===== src/hdl/irpw_pkg.sv =====
// Purpose: Constants and types of the pulse-width infrared receiver
// Assumes: One clock; main oscillator clock is clk
// Notes:   Function
// Function
// - Reset clears control register to zero
// - Receive only while enable bit is set
// - Noise bit picks one or two period filter
// - Prescale bit halves the operating clock
// - Invert bit inverts the receive input
// - Clock field selects source clock tap
// - Error clears shift register and bit counter
// - Full shift register moves to buffer
// - Shift register read after end clears both registers
// - After end, wait for shift register read
// - Disable clears shift, counter and buffer
// - Guide width out of range is discarded
// - Guide width in range raises guide event
// - Short data low raises error, seeks guide
// - Data low in range measures data high
// - Long data low starts end width measurement
// - Bad data high width raises error
// - Data high ranges decode bit 0, 1
// - Overlong high raises error at threshold
// - First bit lands in bit 0
// - End width short is error, else end
// - Filter uses twice or thrice sampled input
// - Errors only after guide, one per guide
package irpw_pkg;
  // ==========================================================
  // Register map
  localparam logic [15:0] IRPW_CTRL_ADDR  = 16'hFF60;
  localparam logic [7:0]  IRPW_CTRL_RESET = 8'h00;
  localparam logic [7:0]  IRPW_CTRL_WMASK = 8'hF3;
  localparam int          IRPW_EN_BIT     = 7;
  localparam int          IRPW_NCW_BIT    = 6;
  localparam int          IRPW_PRS_BIT    = 5;
  localparam int          IRPW_INV_BIT    = 4;
  localparam int          IRPW_CKS_LSB    = 0;
  localparam logic [1:0]  IRPW_CKS_DIV64  = 2'h0;
  localparam logic [1:0]  IRPW_CKS_DIV128 = 2'h1;
  localparam logic [1:0]  IRPW_CKS_DIV256 = 2'h2;
  localparam logic [2:0]  IRPW_LAST_BIT   = 3'h7;
  localparam logic [7:0]  IRPW_CNT_MAX    = 8'hFF;
  localparam int          IRPW_FIFO_DEPTH = 4;

  // ==========================================================
  // State
  typedef enum logic [2:0] {
    S_IDLE  = 3'b000,
    S_WRISE = 3'b001,
    S_GUIDE = 3'b010,
    S_DLOW  = 3'b011,
    S_DHIGH = 3'b100,
    S_ENDW  = 3'b101,
    S_HOLD  = 3'b110
  } irpw_state_t;

  typedef struct packed {
    irpw_state_t st;
    logic [7:0]  ctrl;
    logic [7:0]  div;
    logic        sub_prev;
    logic        half;
    logic        sync;
    logic        s1;
    logic        s2;
    logic        s3;
    logic        fin_prev;
    logic [7:0]  cnt;
    logic [7:0]  ecnt;
    logic [7:0]  sr;
    logic [3:0]  scr;
    logic [7:0]  dr;
    logic        gd;
    logic        full;
    logic        done;
    logic        err;
    logic        ovr;
  } irpw_regs_t;
endpackage


===== src/hdl/irpw_receiver.sv =====
// Purpose: Pulse-width infrared receiver with guide pulse, type A
// Assumes: All inputs synchronous to clk; sub_clk sampled as a level
// Notes:   Received bytes also queue in a small FIFO

// ============================================================
// Byte FIFO
module irpw_fifo #(
  parameter int W = 8,
  parameter int D = 4
) (
  input  wire logic         clk,
  input  wire logic         arst_n,
  input  wire logic         in_valid,
  output logic              in_ready,
  input  wire logic [W-1:0] in_data,
  output logic              out_valid,
  input  wire logic         out_ready,
  output logic [W-1:0]      out_data
);
  localparam int PW = (D > 1) ? $clog2(D) : 1;
  localparam int CW = $clog2(D + 1);
  localparam logic [PW-1:0] PLAST = PW'(D - 1);
  localparam logic [CW-1:0] CFULL = CW'(D);

  typedef struct packed {
    logic [D-1:0][W-1:0] mem;
    logic [PW-1:0]       wp;
    logic [PW-1:0]       rp;
    logic [CW-1:0]       cnt;
  } irpw_fifo_t;

  irpw_fifo_t q;
  irpw_fifo_t n;
  logic       push;
  logic       pop;

  assign in_ready  = (q.cnt != CFULL);
  assign out_valid = (q.cnt != '0);
  assign out_data  = q.mem[q.rp];

  always_comb begin
    n    = q;
    push = in_valid && in_ready;
    pop  = out_valid && out_ready;
    if (push) begin
      n.mem[q.wp] = in_data;
      n.wp        = (q.wp == PLAST) ? '0 : q.wp + PW'(1);
    end
    if (pop) begin
      n.rp = (q.rp == PLAST) ? '0 : q.rp + PW'(1);
    end
    if (push && !pop) begin
      n.cnt = q.cnt + CW'(1);
    end else if (pop && !push) begin
      n.cnt = q.cnt - CW'(1);
    end
  end

  always_ff @(posedge clk or negedge arst_n) begin
    if (!arst_n) begin
      q <= '0;
    end else begin
      q <= n;
    end
  end
endmodule

// ============================================================
// Receiver
module irpw_receiver (
  input  wire logic       clk,
  input  wire logic       arst_n,
  input  wire logic [15:0] bus_addr,
  input  wire logic       bus_wr,
  input  wire logic [7:0] bus_wdata,
  output logic [7:0]      bus_rdata,
  input  wire logic       sub_clk,
  input  wire logic       serial_receive_input,
  input  wire logic [7:0] guide_short_threshold,
  input  wire logic [7:0] guide_long_threshold,
  input  wire logic [7:0] data_low_short_threshold,
  input  wire logic [7:0] data_low_long_threshold,
  input  wire logic [7:0] data0_short_threshold,
  input  wire logic [7:0] data0_long_threshold,
  input  wire logic [7:0] data1_short_threshold,
  input  wire logic [7:0] data1_long_threshold,
  input  wire logic [7:0] end_width_setting,
  input  wire logic       shift_read,
  output logic [7:0]      receive_shift_register,
  output logic [7:0]      remaining_bit_counter,
  output logic [7:0]      receive_data_buffer,
  output logic            guide_detected_event,
  output logic            buffer_full_event,
  output logic            reception_end_event,
  output logic            reception_error_event,
  output logic            fifo_overrun,
  output logic            byte_valid,
  input  wire logic       byte_ready,
  output logic [7:0]      byte_data
);
  import irpw_pkg::*;

  irpw_regs_t q;
  irpw_regs_t n;
  logic       src;
  logic       tick;
  logic       fin;
  logic       rise;
  logic       fall;
  logic       take;
  logic       bitv;
  logic       fifo_ready;
  logic [7:0] nsr;

  // ==========================================================
  // Outputs
  assign bus_rdata              = (bus_addr == IRPW_CTRL_ADDR) ? q.ctrl : 8'h00;
  assign receive_shift_register = q.sr;
  assign remaining_bit_counter  = {4'h0, q.scr};
  assign receive_data_buffer    = q.dr;
  assign guide_detected_event   = q.gd;
  assign buffer_full_event      = q.full;
  assign reception_end_event    = q.done;
  assign reception_error_event  = q.err;
  assign fifo_overrun           = q.ovr;

  // Overrun is reported, never stalls: the air link cannot wait
  irpw_fifo #(
    .W (8),
    .D (IRPW_FIFO_DEPTH)
  ) u_fifo (
    .clk       (clk),
    .arst_n    (arst_n),
    .in_valid  (q.full),
    .in_ready  (fifo_ready),
    .in_data   (q.dr),
    .out_valid (byte_valid),
    .out_ready (byte_ready),
    .out_data  (byte_data)
  );

  // ==========================================================
  // Next state
  always_comb begin
    n      = q;
    src    = 1'b0;
    tick   = 1'b0;
    take   = 1'b0;
    bitv   = 1'b0;
    nsr    = 8'h00;
    n.gd   = 1'b0;
    n.full = 1'b0;
    n.done = 1'b0;
    n.err  = 1'b0;
    n.ovr  = q.full && !fifo_ready;
    n.div  = q.div + 8'h01;
    n.sub_prev = sub_clk;
    if (bus_wr && (bus_addr == IRPW_CTRL_ADDR)) begin
      n.ctrl = bus_wdata & IRPW_CTRL_WMASK;
    end
    case (q.ctrl[IRPW_CKS_LSB +: 2])
      IRPW_CKS_DIV64:  src = &q.div[5:0];
      IRPW_CKS_DIV128: src = &q.div[6:0];
      IRPW_CKS_DIV256: src = &q.div[7:0];
      default:         src = sub_clk && !q.sub_prev;
    endcase
    if (src) begin
      n.half = !q.half;
    end
    tick = src && (!q.ctrl[IRPW_PRS_BIT] || q.half);
    fin  = q.ctrl[IRPW_NCW_BIT] ? q.s3 : q.s2;
    rise = tick && fin && !q.fin_prev;
    fall = tick && !fin && q.fin_prev;
    if (tick) begin
      n.sync     = serial_receive_input ^ q.ctrl[IRPW_INV_BIT];
      n.s1       = q.sync;
      n.fin_prev = fin;
      if (q.sync == q.s1) begin
        n.s2 = q.s1;
      end
      if (q.sync == q.s2) begin
        n.s3 = q.s2;
      end
      if (rise || fall) begin
        n.cnt = 8'h00;
      end else if (q.cnt != IRPW_CNT_MAX) begin
        n.cnt = q.cnt + 8'h01;
      end
      if (q.ecnt != IRPW_CNT_MAX) begin
        n.ecnt = q.ecnt + 8'h01;
      end
    end

    case (q.st)
      S_IDLE: begin
        n.st = S_WRISE;
      end
      S_WRISE: begin
        if (rise) begin
          n.st = S_GUIDE;
        end
      end
      S_GUIDE: begin
        if (fall) begin
          if (q.cnt >= guide_short_threshold && q.cnt < guide_long_threshold) begin
            n.gd = 1'b1;
            n.st = S_DLOW;
          end else begin
            n.st = S_WRISE;
          end
        end
      end
      S_DLOW: begin
        if (rise) begin
          if (q.cnt < data_low_short_threshold) begin
            n.err = 1'b1;
            n.st  = S_GUIDE;
          end else begin
            n.st = S_DHIGH;
          end
        end else if (tick && q.cnt >= data_low_long_threshold) begin
          n.st   = S_ENDW;
          n.ecnt = 8'h00;
        end
      end
      S_DHIGH: begin
        if (fall) begin
          if (q.cnt >= data0_short_threshold && q.cnt < data0_long_threshold) begin
            take = 1'b1;
            bitv = 1'b0;
          end else if (q.cnt >= data1_short_threshold && q.cnt < data1_long_threshold) begin
            take = 1'b1;
            bitv = 1'b1;
          end else begin
            n.err = 1'b1;
            n.st  = S_WRISE;
          end
          if (take) begin
            n.st = S_DLOW;
          end
        end else if (tick && q.cnt >= data1_long_threshold) begin
          n.err = 1'b1;
          n.st  = S_WRISE;
        end
      end
      S_ENDW: begin
        if (rise && q.ecnt < end_width_setting) begin
          n.err = 1'b1;
          n.st  = S_GUIDE;
        end else if (tick && q.ecnt >= end_width_setting) begin
          n.done = 1'b1;
          n.st   = S_HOLD;
        end
      end
      S_HOLD: begin
        if (shift_read) begin
          n.sr  = 8'h00;
          n.scr = 4'h0;
          n.st  = S_WRISE;
        end
      end
      default: begin
        n.st = S_IDLE;
      end
    endcase

    // Newest bit enters at the top, so the first ends in bit 0
    if (take) begin
      nsr = {bitv, q.sr[7:1]};
      if (q.scr[2:0] == IRPW_LAST_BIT) begin
        n.dr   = nsr;
        n.full = 1'b1;
        n.sr   = 8'h00;
        n.scr  = 4'h0;
      end else begin
        n.sr  = nsr;
        n.scr = q.scr + 4'h1;
      end
    end
    if (n.err) begin
      n.sr  = 8'h00;
      n.scr = 4'h0;
    end
    if (!q.ctrl[IRPW_EN_BIT]) begin
      n.st   = S_IDLE;
      n.sr   = 8'h00;
      n.scr  = 4'h0;
      n.dr   = 8'h00;
      n.gd   = 1'b0;
      n.full = 1'b0;
      n.done = 1'b0;
      n.err  = 1'b0;
    end
  end

  always_ff @(posedge clk or negedge arst_n) begin
    if (!arst_n) begin
      q      <= '0;
      q.ctrl <= IRPW_CTRL_RESET;
    end else begin
      q <= n;
    end
  end
endmodule


===== config.mk =====
export PLATFORM = sky130hd
export DESIGN_NAME = irpw_receiver
export DESIGN_NICKNAME = d
export VERILOG_FILES = /design/src/hdl/irpw_pkg.sv /design/src/hdl/irpw_receiver.sv
export SDC_FILE = /design/constraint.sdc
export NUM_CORES = 1
export LEC_CHECK = 0
export ABC_CLOCK_PERIOD_IN_PS = 2320
export BUFFER_PORTS_ARGS = -buffer_cell sky130_fd_sc_hd__buf_2
export CORE_UTILIZATION = 50
export CTS_CLUSTER_SIZE = 12
export DETAILED_ROUTE_END_ITERATION = 8
export PLACE_DENSITY = 0.77
export SYNTH_ARGS = -nofsm -noshare
export SYNTH_HDL_FRONTEND = slang
export SYNTH_SLANG_ARGS = --single-unit

===== constraint.sdc =====
create_clock -name clk -period 2.32 [get_ports clk]
set_input_delay 0.232 -clock clk [delete_from_list [all_inputs] [get_ports clk]]
set_output_delay 0.232 -clock clk [all_outputs]
set_load 0.01 [all_outputs]

==> results of run 1 <==
## state kept, by name, indices dropped and copies added (netlist names)
register and cells:
receive_data_buffer 8, reception_end_event 1, remaining_bit_counter 4, reception_error_event 1, fifo_overrun 1, receive_shift_register 8, q 40, buffer_full_event 1
guide_detected_event 1, u_fifo.q 39
## layout make-up
| class | instances | area share, % |
|---|---|---|
| Multi-Input combinational cell | 486 | 47.0 |
| Clock inverter | 7 | 1.04 |
| Timing Repair Buffer | 198 | 13.7 |
| Clock buffer | 9 | 2.57 |
| Tap cell | 176 | 2.52 |
| Sequential cell | 104 | 29.8 |
| Inverter | 78 | 3.34 |
## how the worst max path moves through the flow
stage               start                         to  slack [ps]  depth (start not counted)
floorplan           q[29]                      q[65]          10                          7
global placement    q[34]  receive_shift_register[7]         -90                          8
detailed placement  q[34]  receive_shift_register[7]        -180                          9
CTS                 q[34]     receive_data_buffer[7]         -40                          8
global route        q[34]     receive_data_buffer[6]        -150                          9
finish              q[34]   remaining_bit_counter[2]         -90                          8
## kinds of logic (layout without fill, tap and decap cells)
family / count (synthesis) / after routing / share of synthesized area (%)
AO/OA/AOI/OAI: 136 / 136 / 12.6
XOR/XNOR: 16 / 16 / 2.04
adder cells (fa/ha/maj): 81 / 81 / 14.9
buffers and inverters: 120 / 292 / 8.26
flip-flops: 104 / 104 / 37.9
multiplexers: 53 / 53 / 9.92
other: 1 / 6 / 0.0546
AND/OR/NAND/NOR: 194 / 194 / 14.4
## metal layers
layer,up-vias,routed length [um],GRT usage [%]
met2,161,8140,40.9
met1,2771,7030,29.7
li1,2822,-,-
met5,-,0,0
met4,0,359,7.36
met3,35,653,3.78
## through the flow
| stage | util (%) | hold WS, ps | worst slack (ps) |
|---|---|---|---|
| CTS | 63.8 | 3.29 | -37.1 |
| finish | 65.6 | 10.3 | -92.3 |
| global route | 65.6 | 5.95 | -154 |
| floorplan | - | -63.6 | 10.3 |
| detailed placement | 59.6 | 300 | -176 |
| global placement | 59.6 | 297 | -87.0 |
## power by group through the flow
| stage | logic (uW) | registers [uW] | clock network, uW |
|---|---|---|---|
| floorplan | 318 | 1930 | 0 |
| global placement | 430 | 2010 | 0 |
| detailed placement | 446 | 2010 | 0 |
| CTS | 461 | 1970 | 1640 |
| global route | 526 | 1980 | 1720 |
| finish | 468 | 1970 | 1620 |
## what timing repair did
item	4_1_cts	5_1_grt
setup endpoints to repair	23	35
gates cloned	2	0
setup buffers	2	2
gates resized for setup	38	49
hold buffers	1	0
hold endpoints to repair	45	0
pin swaps	6	23
## cell usage in the layout, fill, tap and decap left out, types with 9 or more instances in the layout
cell	n
a21boi_2	12
a21oi_1	31
buf_2	139
buf_4	51
clkbuf_16	9
dfrtp_1	101
ha_1	73
inv_1	77
mux2_2	41
nand2_1	40
nand3_1	36
nor2_1	33
nor3_1	13
o21ai_0	27
xnor2_1	9
==> reports/results.ini, run 1 <==
[run_status]
status=finished, violations left
failed_checks=negative setup slack

[clock_tree]
root_buffer=clkbuf_16
path_clk_slew_ps=80
clk_latency_ps=360
cts_tree=done
clk_path_buf_depth=2
numClockSinks=104
numCtsBuffers=9
htreeDepth=3

[finish]
stdcell_area_um2=8750
seqCellArea_um2=2610
diodes=0
multi_input_area_um2=4120
layout-drive-gt1-share_pct=38.0
final_cell_count_no_fill=1058
areaGrowthSynthToFinish_pct=27.3
fillers=1063
nets=1061

[critical_path]
crit_fanout=7
r2r_slack_ps=-90
critPathBufInv=1
cpMaxStageDelayCell=dfrtp_2
critPathRequiredTime_ps=2600
crit_chain=ha_4 -> a21boi_1 -> or4_4 -> a211oi_4 -> o21ai_1 -> a32oi_2 -> buf_4 -> a21boi_2
worst_ep_arrival_time_ps=2700
critPathTopFamily=compound AO/OA/AOI/OAI gates
r2r-end=remaining_bit_counter[2]
startpoint_type=register
worstSetupPathType=reg2reg
end_kind=register
cp_slowest_stage_delay_ps=470
r2r_cells=8
r2r-start=q[34]

[sta]
min_period_over_period_pct=104
setup_viol=22
worst_slew_pin_slew_ps=642
fin_crit_ps=2410
setup_tns_ps=-1240
fin_skew_ps=12.0
relSlewSlack_pct=57.2
rsz0062_at_grt=true
clock.fmax_mhz=415
final.setup.worst_slack_ps=-92.3
finalHoldViolations=0
slew_viol_final=0

[power]
p_leak_uw=0.00443
p_int_uw=2990
ir_drop_mv=0.372
p_seq_share_pct=48.5
p_comb_share_pct=11.5
clkPwrFrac_pct=40.0
p_per_area_nw_per_um2=464
swShare_pct=26.3
switchingPower_uw=1070
totalPowerFinal_uw=4060

[yosys]
syn-instance-count=705
synth_edf_count=0
yosysUniqueCellTypes=68
synthArstFlopShare_pct=100
synth_top_area_share_pct=37.9
synth_top_area_cell=dfrtp_1
synth-main-ff-cell=dfrtp_1
syn_area_um2=6870
synth.most_common_cell=dfrtp_1
yosys-top-cells-area=dfrtp_1, ha_1, mux2_2
ys_seq_elements=104
synth_area_per_cell_um2=9.75
yosysSeqAreaShare_pct=37.9
ys_warn_count=0
synth_common_cells=dfrtp_1, ha_1, inv_1

[min_path]
hold_start=sub_clk
hold_class=in2reg
min_to=q[47]
hold_depth=1

[global_routing]
grt_usage_pct=23.5
overflow=0
grt_pass1_vias=5772
antenna_found_initial=0
grt_pass1_wl_um=26900
grt_max_degree=49

[route]
drc=0
num_vias=5789
wl_per_cell_um=15.3
drt_iter0_drc=221
viasPerCell=5.47
final_antenna_net_count=0
firstDrtPassIters=5
wl_um=16200

[die]
die-area_um2=14200
die_h_um=119
io_pins=149
coreArea_um2=13300
die_w_um=119
rows=42
initial_core_util_pct=51.5

[place]
placed_cell_area_um2=7960
place_inst=1035
port_buffers=140
dp_hpwl_um=11900
gp_congestion=0.867

[run]
maxCapViolCount=0

No activity file was read; power rests on OpenSTA's default activity.
==> run 2: changes to the inputs <==
- ABC_AREA: not set -> 1
==> reports/results.ini, run 2 <==
[die]
io_pins=149
die_h_um=121
die-area_um2=14600
die_w_um=121
coreArea_um2=13800
rows=43
initial_core_util_pct=51.1

[min_path]
hold_class=in2reg
hold_depth=2
min_to=q[57]
hold_start=bus_wdata[1]

[sta]
worst_slew_pin_slew_ps=687
setup_viol=0
finalHoldViolations=0
hold_slack_ps=112
clock.fmax_mhz=464
min_period_over_period_pct=92.9
relSlewSlack_pct=54.2
slew_viol_final=0
fin_crit_ps=2150
fin_skew_ps=7.03

[route]
drc=0
drt_iter0_drc=372
firstDrtPassIters=4
final_antenna_net_count=0
wl_per_cell_um=12.6
viasPerCell=5.01
num_vias=6167
wl_um=15500

[clock_tree]
numCtsBuffers=9
clk_path_buf_depth=2
path_clk_slew_ps=70
numClockSinks=104
cts_tree=done
clk_latency_ps=350
htreeDepth=3
root_buffer=clkbuf_16

[finish]
reg_top3=q (40), u_fifo.q (39)
largest_register=q
layout-drive-gt1-share_pct=20.6
final_cell_count_no_fill=1230
mostFrequentLayoutCell=nand2_1
areaGrowthSynthToFinish_pct=16.8
final_cell_mix=nand2_1, inv_1, buf_2, dfrtp_1, ha_1
largest_reg_flops=40
nets=1229
fillers=1251
diodes=0

[critical_path]
r2r_slack_ps=170
cp_slowest_stage_delay_ps=460
critPathBufInv=1
startpoint_type=register
r2r-start=q[40]
critPathRequiredTime_ps=2590
worst_path_most_repeated_cell=nand2_1
cpMaxStageDelayCell=dfrtp_2
critPathTopFamily=simple AND/OR/NAND/NOR gates
worst_ep_arrival_time_ps=2420
end_kind=register
worstSetupPathType=reg2reg
crit_chain=buf_12 -> ha_1 -> nand2_1 -> o21a_1 -> nand2_1 -> nand3_1 -> nand2_1 -> o21ai_0 -> nand2_1 -> nand3_2 -> a21oi_1
r2r_cells=11
r2r-end=receive_shift_register[6]
crit_fanout=13
path_depth=11

[yosys]
ys_warn_count=0
synth_top_area_share_pct=36.8
synth-main-ff-cell=dfrtp_1
yosysSeqAreaShare_pct=36.8
synth_edf_count=0
yosys-top-cells-area=dfrtp_1, ha_1, nand2_1
synthArstFlopShare_pct=100
synth.most_common_cell=nand2_1
synth_top_area_cell=dfrtp_1
synth_area_per_cell_um2=7.79
synth_common_cells=nand2_1, inv_1, dfrtp_1
yosysUniqueCellTypes=46
ys_seq_elements=104
syn_area_um2=7060
syn-instance-count=907

[global_routing]
grt_pass1_wl_um=26300
grt_pass1_vias=5811
grt_usage_pct=22.6
grt_max_degree=51
antenna_found_initial=0
overflow=0

[run]
maxCapViolCount=0

[power]
p_per_area_nw_per_um2=520
ir_drop_mv=0.397
p_leak_uw=0.00453

[place]
dp_hpwl_um=11900
gp_congestion=0.860
port_buffers=140
place_inst=1208

[run_status]
status=complete, no violations

## run 2: cell types whose count changed after synthesis, sizes merged, moves of 7 or more
cell,before,now
mux2,41,7
a211oi,7,0
and3,7,0
a21oi,39,56
o21ai,38,80
mux4,8,0
a21boi,14,2
nand2,40,191
o22ai,2,10
nor2,35,73
inv,78,162
## run 2: through the flow
step	utilization, %	setup WS (ps)	power [uW]	setup TNS, ps	instance area, um^2
CTS	59.2	61.0	4340	0	8180
global placement	56.9	135	2820	0	7870
floorplan	-	358	2500	0	7080
finish	59.6	166	4290	0	8250
detailed placement	56.9	80.6	2840	0	7870
global route	59.6	-1.83	4540	-1.83	8250
## run 2: final cells by class
class | count | area, um^2 | share of cell area [%]
Multi-Input combinational cell | 606 | 3620 | 43.9
Timing Repair Buffer | 159 | 876 | 10.6
Sequential cell | 104 | 2610 | 31.6
Tap cell | 180 | 225 | 2.73
Inverter | 165 | 627 | 7.60
Clock inverter | 6 | 62.6 | 0.759
Clock buffer | 10 | 229 | 2.78
## run 2: what timing repair did
item	4_1_cts	5_1_grt
gates resized for setup	0	13
endpoints found under the setup margin	0	35
hold buffers	2	0
setup buffers	0	4
endpoints found under the hold margin	49	0
## run 2: how the worst max path moves through the flow
stage           from                   endpoint  slack (ps)
6_report       q[40]  receive_shift_register[6]         170
3_5_place_dp   q[40]     receive_data_buffer[5]          80
5_1_grt        q[48]                      q[65]          -2
2_1_floorplan  q[34]     receive_data_buffer[0]         360
3_3_place_gp   q[40]     receive_data_buffer[5]         140
4_1_cts        q[40]   remaining_bit_counter[0]          60
## run 2: routing by layer
layer  share of wire [%]  GRT usage [%]
met1                  47           29.7
met3                 3.7           4.23
met4                 1.2           5.32
met5                   0              0
met2                  48           38.4
## run 2: cells by family after synthesis
kind of cell    count (synthesis)  synth area share (%)
flops                         104                  36.8
mux                             7                  1.12
buf+inv                       202                  12.4
fa+ha+maj                      81                  14.5
simple gates                  335                  21.0
xor+xnor                       15                  1.86
other cells                     1                0.0531
compound gates                162                  12.3
## run 2: power breakdown
| part | leakage (uW) | internal (uW) | switching (uW) | total [uW] |
|---|---|---|---|---|
| clock | 0.000142 | 757 | 722 | 1480 |
| sequential | 0.00136 | 1860 | 53.1 | 1910 |
| combinational | 0.00303 | 372 | 526 | 898 |
==> run 3: changes to the inputs <==
- ABC_CLOCK_PERIOD_IN_PS: 2320 -> 2200
- CORE_ASPECT_RATIO: not set -> 0.6
- CORE_UTILIZATION: 50 -> 54
- PLACE_DENSITY: 0.77 -> 0.79
- clock period: 2.32 -> 2.2 ns (I/O delays scaled with it)
==> reports/results.ini, run 3 (same netlist as run 2, synthesis figures left out) <==
[sta]
clock.fmax_mhz=460
rsz0062_at_grt=true
finalHoldViolations=0
final.setup.worst_slack_ps=26.2
fin_crit_ps=2170
hold_slack_ps=9.69
relSlewSlack_pct=63.0
setup_viol=0
min_period_over_period_pct=98.8
fin_skew_ps=8.23
worst_slew_pin_slew_ps=554
slew_viol_final=0
setup_tns_ps=0

[die]
initial_core_util_pct=56.9
coreArea_um2=12400
io_pins=149
die_h_um=90.6
die_w_um=150
rows=31
die-area_um2=13600

[route]
wl_per_cell_um=14.3
final_antenna_net_count=0
drt_iter0_drc=332
firstDrtPassIters=5
drc=0
num_vias=6454
viasPerCell=5.21
wl_um=17700

[power]
ir_drop_mv=0.425
p_leak_uw=0.00471
p_per_area_nw_per_um2=512

[critical_path]
critPathRequiredTime_ps=2470
r2r_cells=15
critPathBufInv=2
critPathTopFamily=simple AND/OR/NAND/NOR gates
cp_slowest_stage_delay_ps=490
r2r-start=q[34]
r2r_slack_ps=30
worstSetupPathType=reg2reg
r2r-end=remaining_bit_counter[3]
crit_chain=ha_4 -> nand2_1 -> nand3b_1 -> nand2_1 -> nand2_1 -> nand2_1 -> nand2_1 -> nand2_1 -> nand2_2 -> nand2_4 -> inv_2 -> buf_6 -> nand2_4 -> or2_0 -> a21oi_1
cpMaxStageDelayCell=dfrtp_2
worst_ep_arrival_time_ps=2440
crit_fanout=5
end_kind=register
worst_path_most_repeated_cell=nand2_1
path_depth=15
startpoint_type=register

[clock_tree]
numCtsBuffers=9
clk_latency_ps=340
root_buffer=clkbuf_16
cts_tree=done
clk_path_buf_depth=2
numClockSinks=104
htreeDepth=3
path_clk_slew_ps=70

[global_routing]
grt_usage_pct=26.2
grt_pass1_vias=5760
grt_pass1_wl_um=27700
antenna_found_initial=0
overflow=0
grt_max_degree=50

[place]
dp_slack_ps=-47.1
place_inst=1210
port_buffers=140
gp_congestion=0.891
dp_hpwl_um=13200

[finish]
fillers=1034
areaGrowthSynthToFinish_pct=22.9
reg_top3=q (40), u_fifo.q (39)
final_cell_mix=nand2_1, inv_1, buf_2, dfrtp_1, o21ai_0
largest_register=q
mostFrequentLayoutCell=nand2_1
largest_reg_flops=40
layout-drive-gt1-share_pct=26.1
final_cell_count_no_fill=1239
nets=1256
diodes=0

[min_path]
hold_depth=1
hold_start=sub_clk
min_to=q[47]
hold_class=in2reg

[run_status]
status=complete, no violations

[run]
maxCapViolCount=0

==> run 3: cell count changes in the layout (fill, tap and decap cells not counted), sizes merged <==
cell / before / now
buf: 157 / 184
clkbuf: 10 / 9
dlygate4sd3: 2 / 1
inv: 166 / 164
nand3: 40 / 41
==> run 3: power breakdown <==
group / total [uW] / internal [uW] / leakage [uW] / switching, uW
Clock: 1420 / 746 / 0.000127 / 673
Combinational: 1010 / 415 / 0.00323 / 594
Sequential: 2020 / 1960 / 0.00136 / 57.0
==> run 3: worst max path at each step <==
stage                     slack, ps                       end  startpoint
after CTS                         8  remaining_bit_counter[3]       q[40]
after detailed placement        -50    receive_data_buffer[4]       q[33]
after global placement            2    receive_data_buffer[6]       q[34]
final                            30  remaining_bit_counter[3]       q[34]
after floorplan                 240    receive_data_buffer[0]       q[34]
after global routing           -100     reception_error_event       q[34]
==> run 3: layout make-up <==
class	instances	area, um^2	area share (%)
Clock buffer	9	225	2.59
Inverter	165	634	7.31
Multi-Input combinational cell	607	3900	44.9
Clock inverter	4	23.8	0.274
Timing Repair Buffer	185	1080	12.5
Tap cell	165	206	2.38
Sequential cell	104	2610	30.1
==> run 3: routing by layer <==
metal / routed length [um] / track usage (%)
met2: 7660 / 38.3
met5: 0 / 0
met3: 949 / 4.49
met4: 191 / 4.51
met1: 8870 / 40.5
==> run 3: what timing repair did <==
action | in CTS | in global routing
setup buffers | 1 | 13
hold endpoints to repair | 15 | 0
cloned | 0 | 1
hold buffers | 1 | 0
pin swaps | 2 | 32
setup endpoints to repair | 22 | 40
resized for setup | 11 | 64
==> run 3: per-stage QoR <==
| step | power, uW | area [um^2] | utilization, % |
|---|---|---|---|
| floorplan | 2630 | 7080 | - |
| global placement | 2990 | 7990 | 64.4 |
| detailed placement | 3030 | 7990 | 64.4 |
| CTS | 4440 | 8290 | 66.8 |
| global route | 4680 | 8680 | 70.0 |
| finish | 4450 | 8680 | 70.0 |
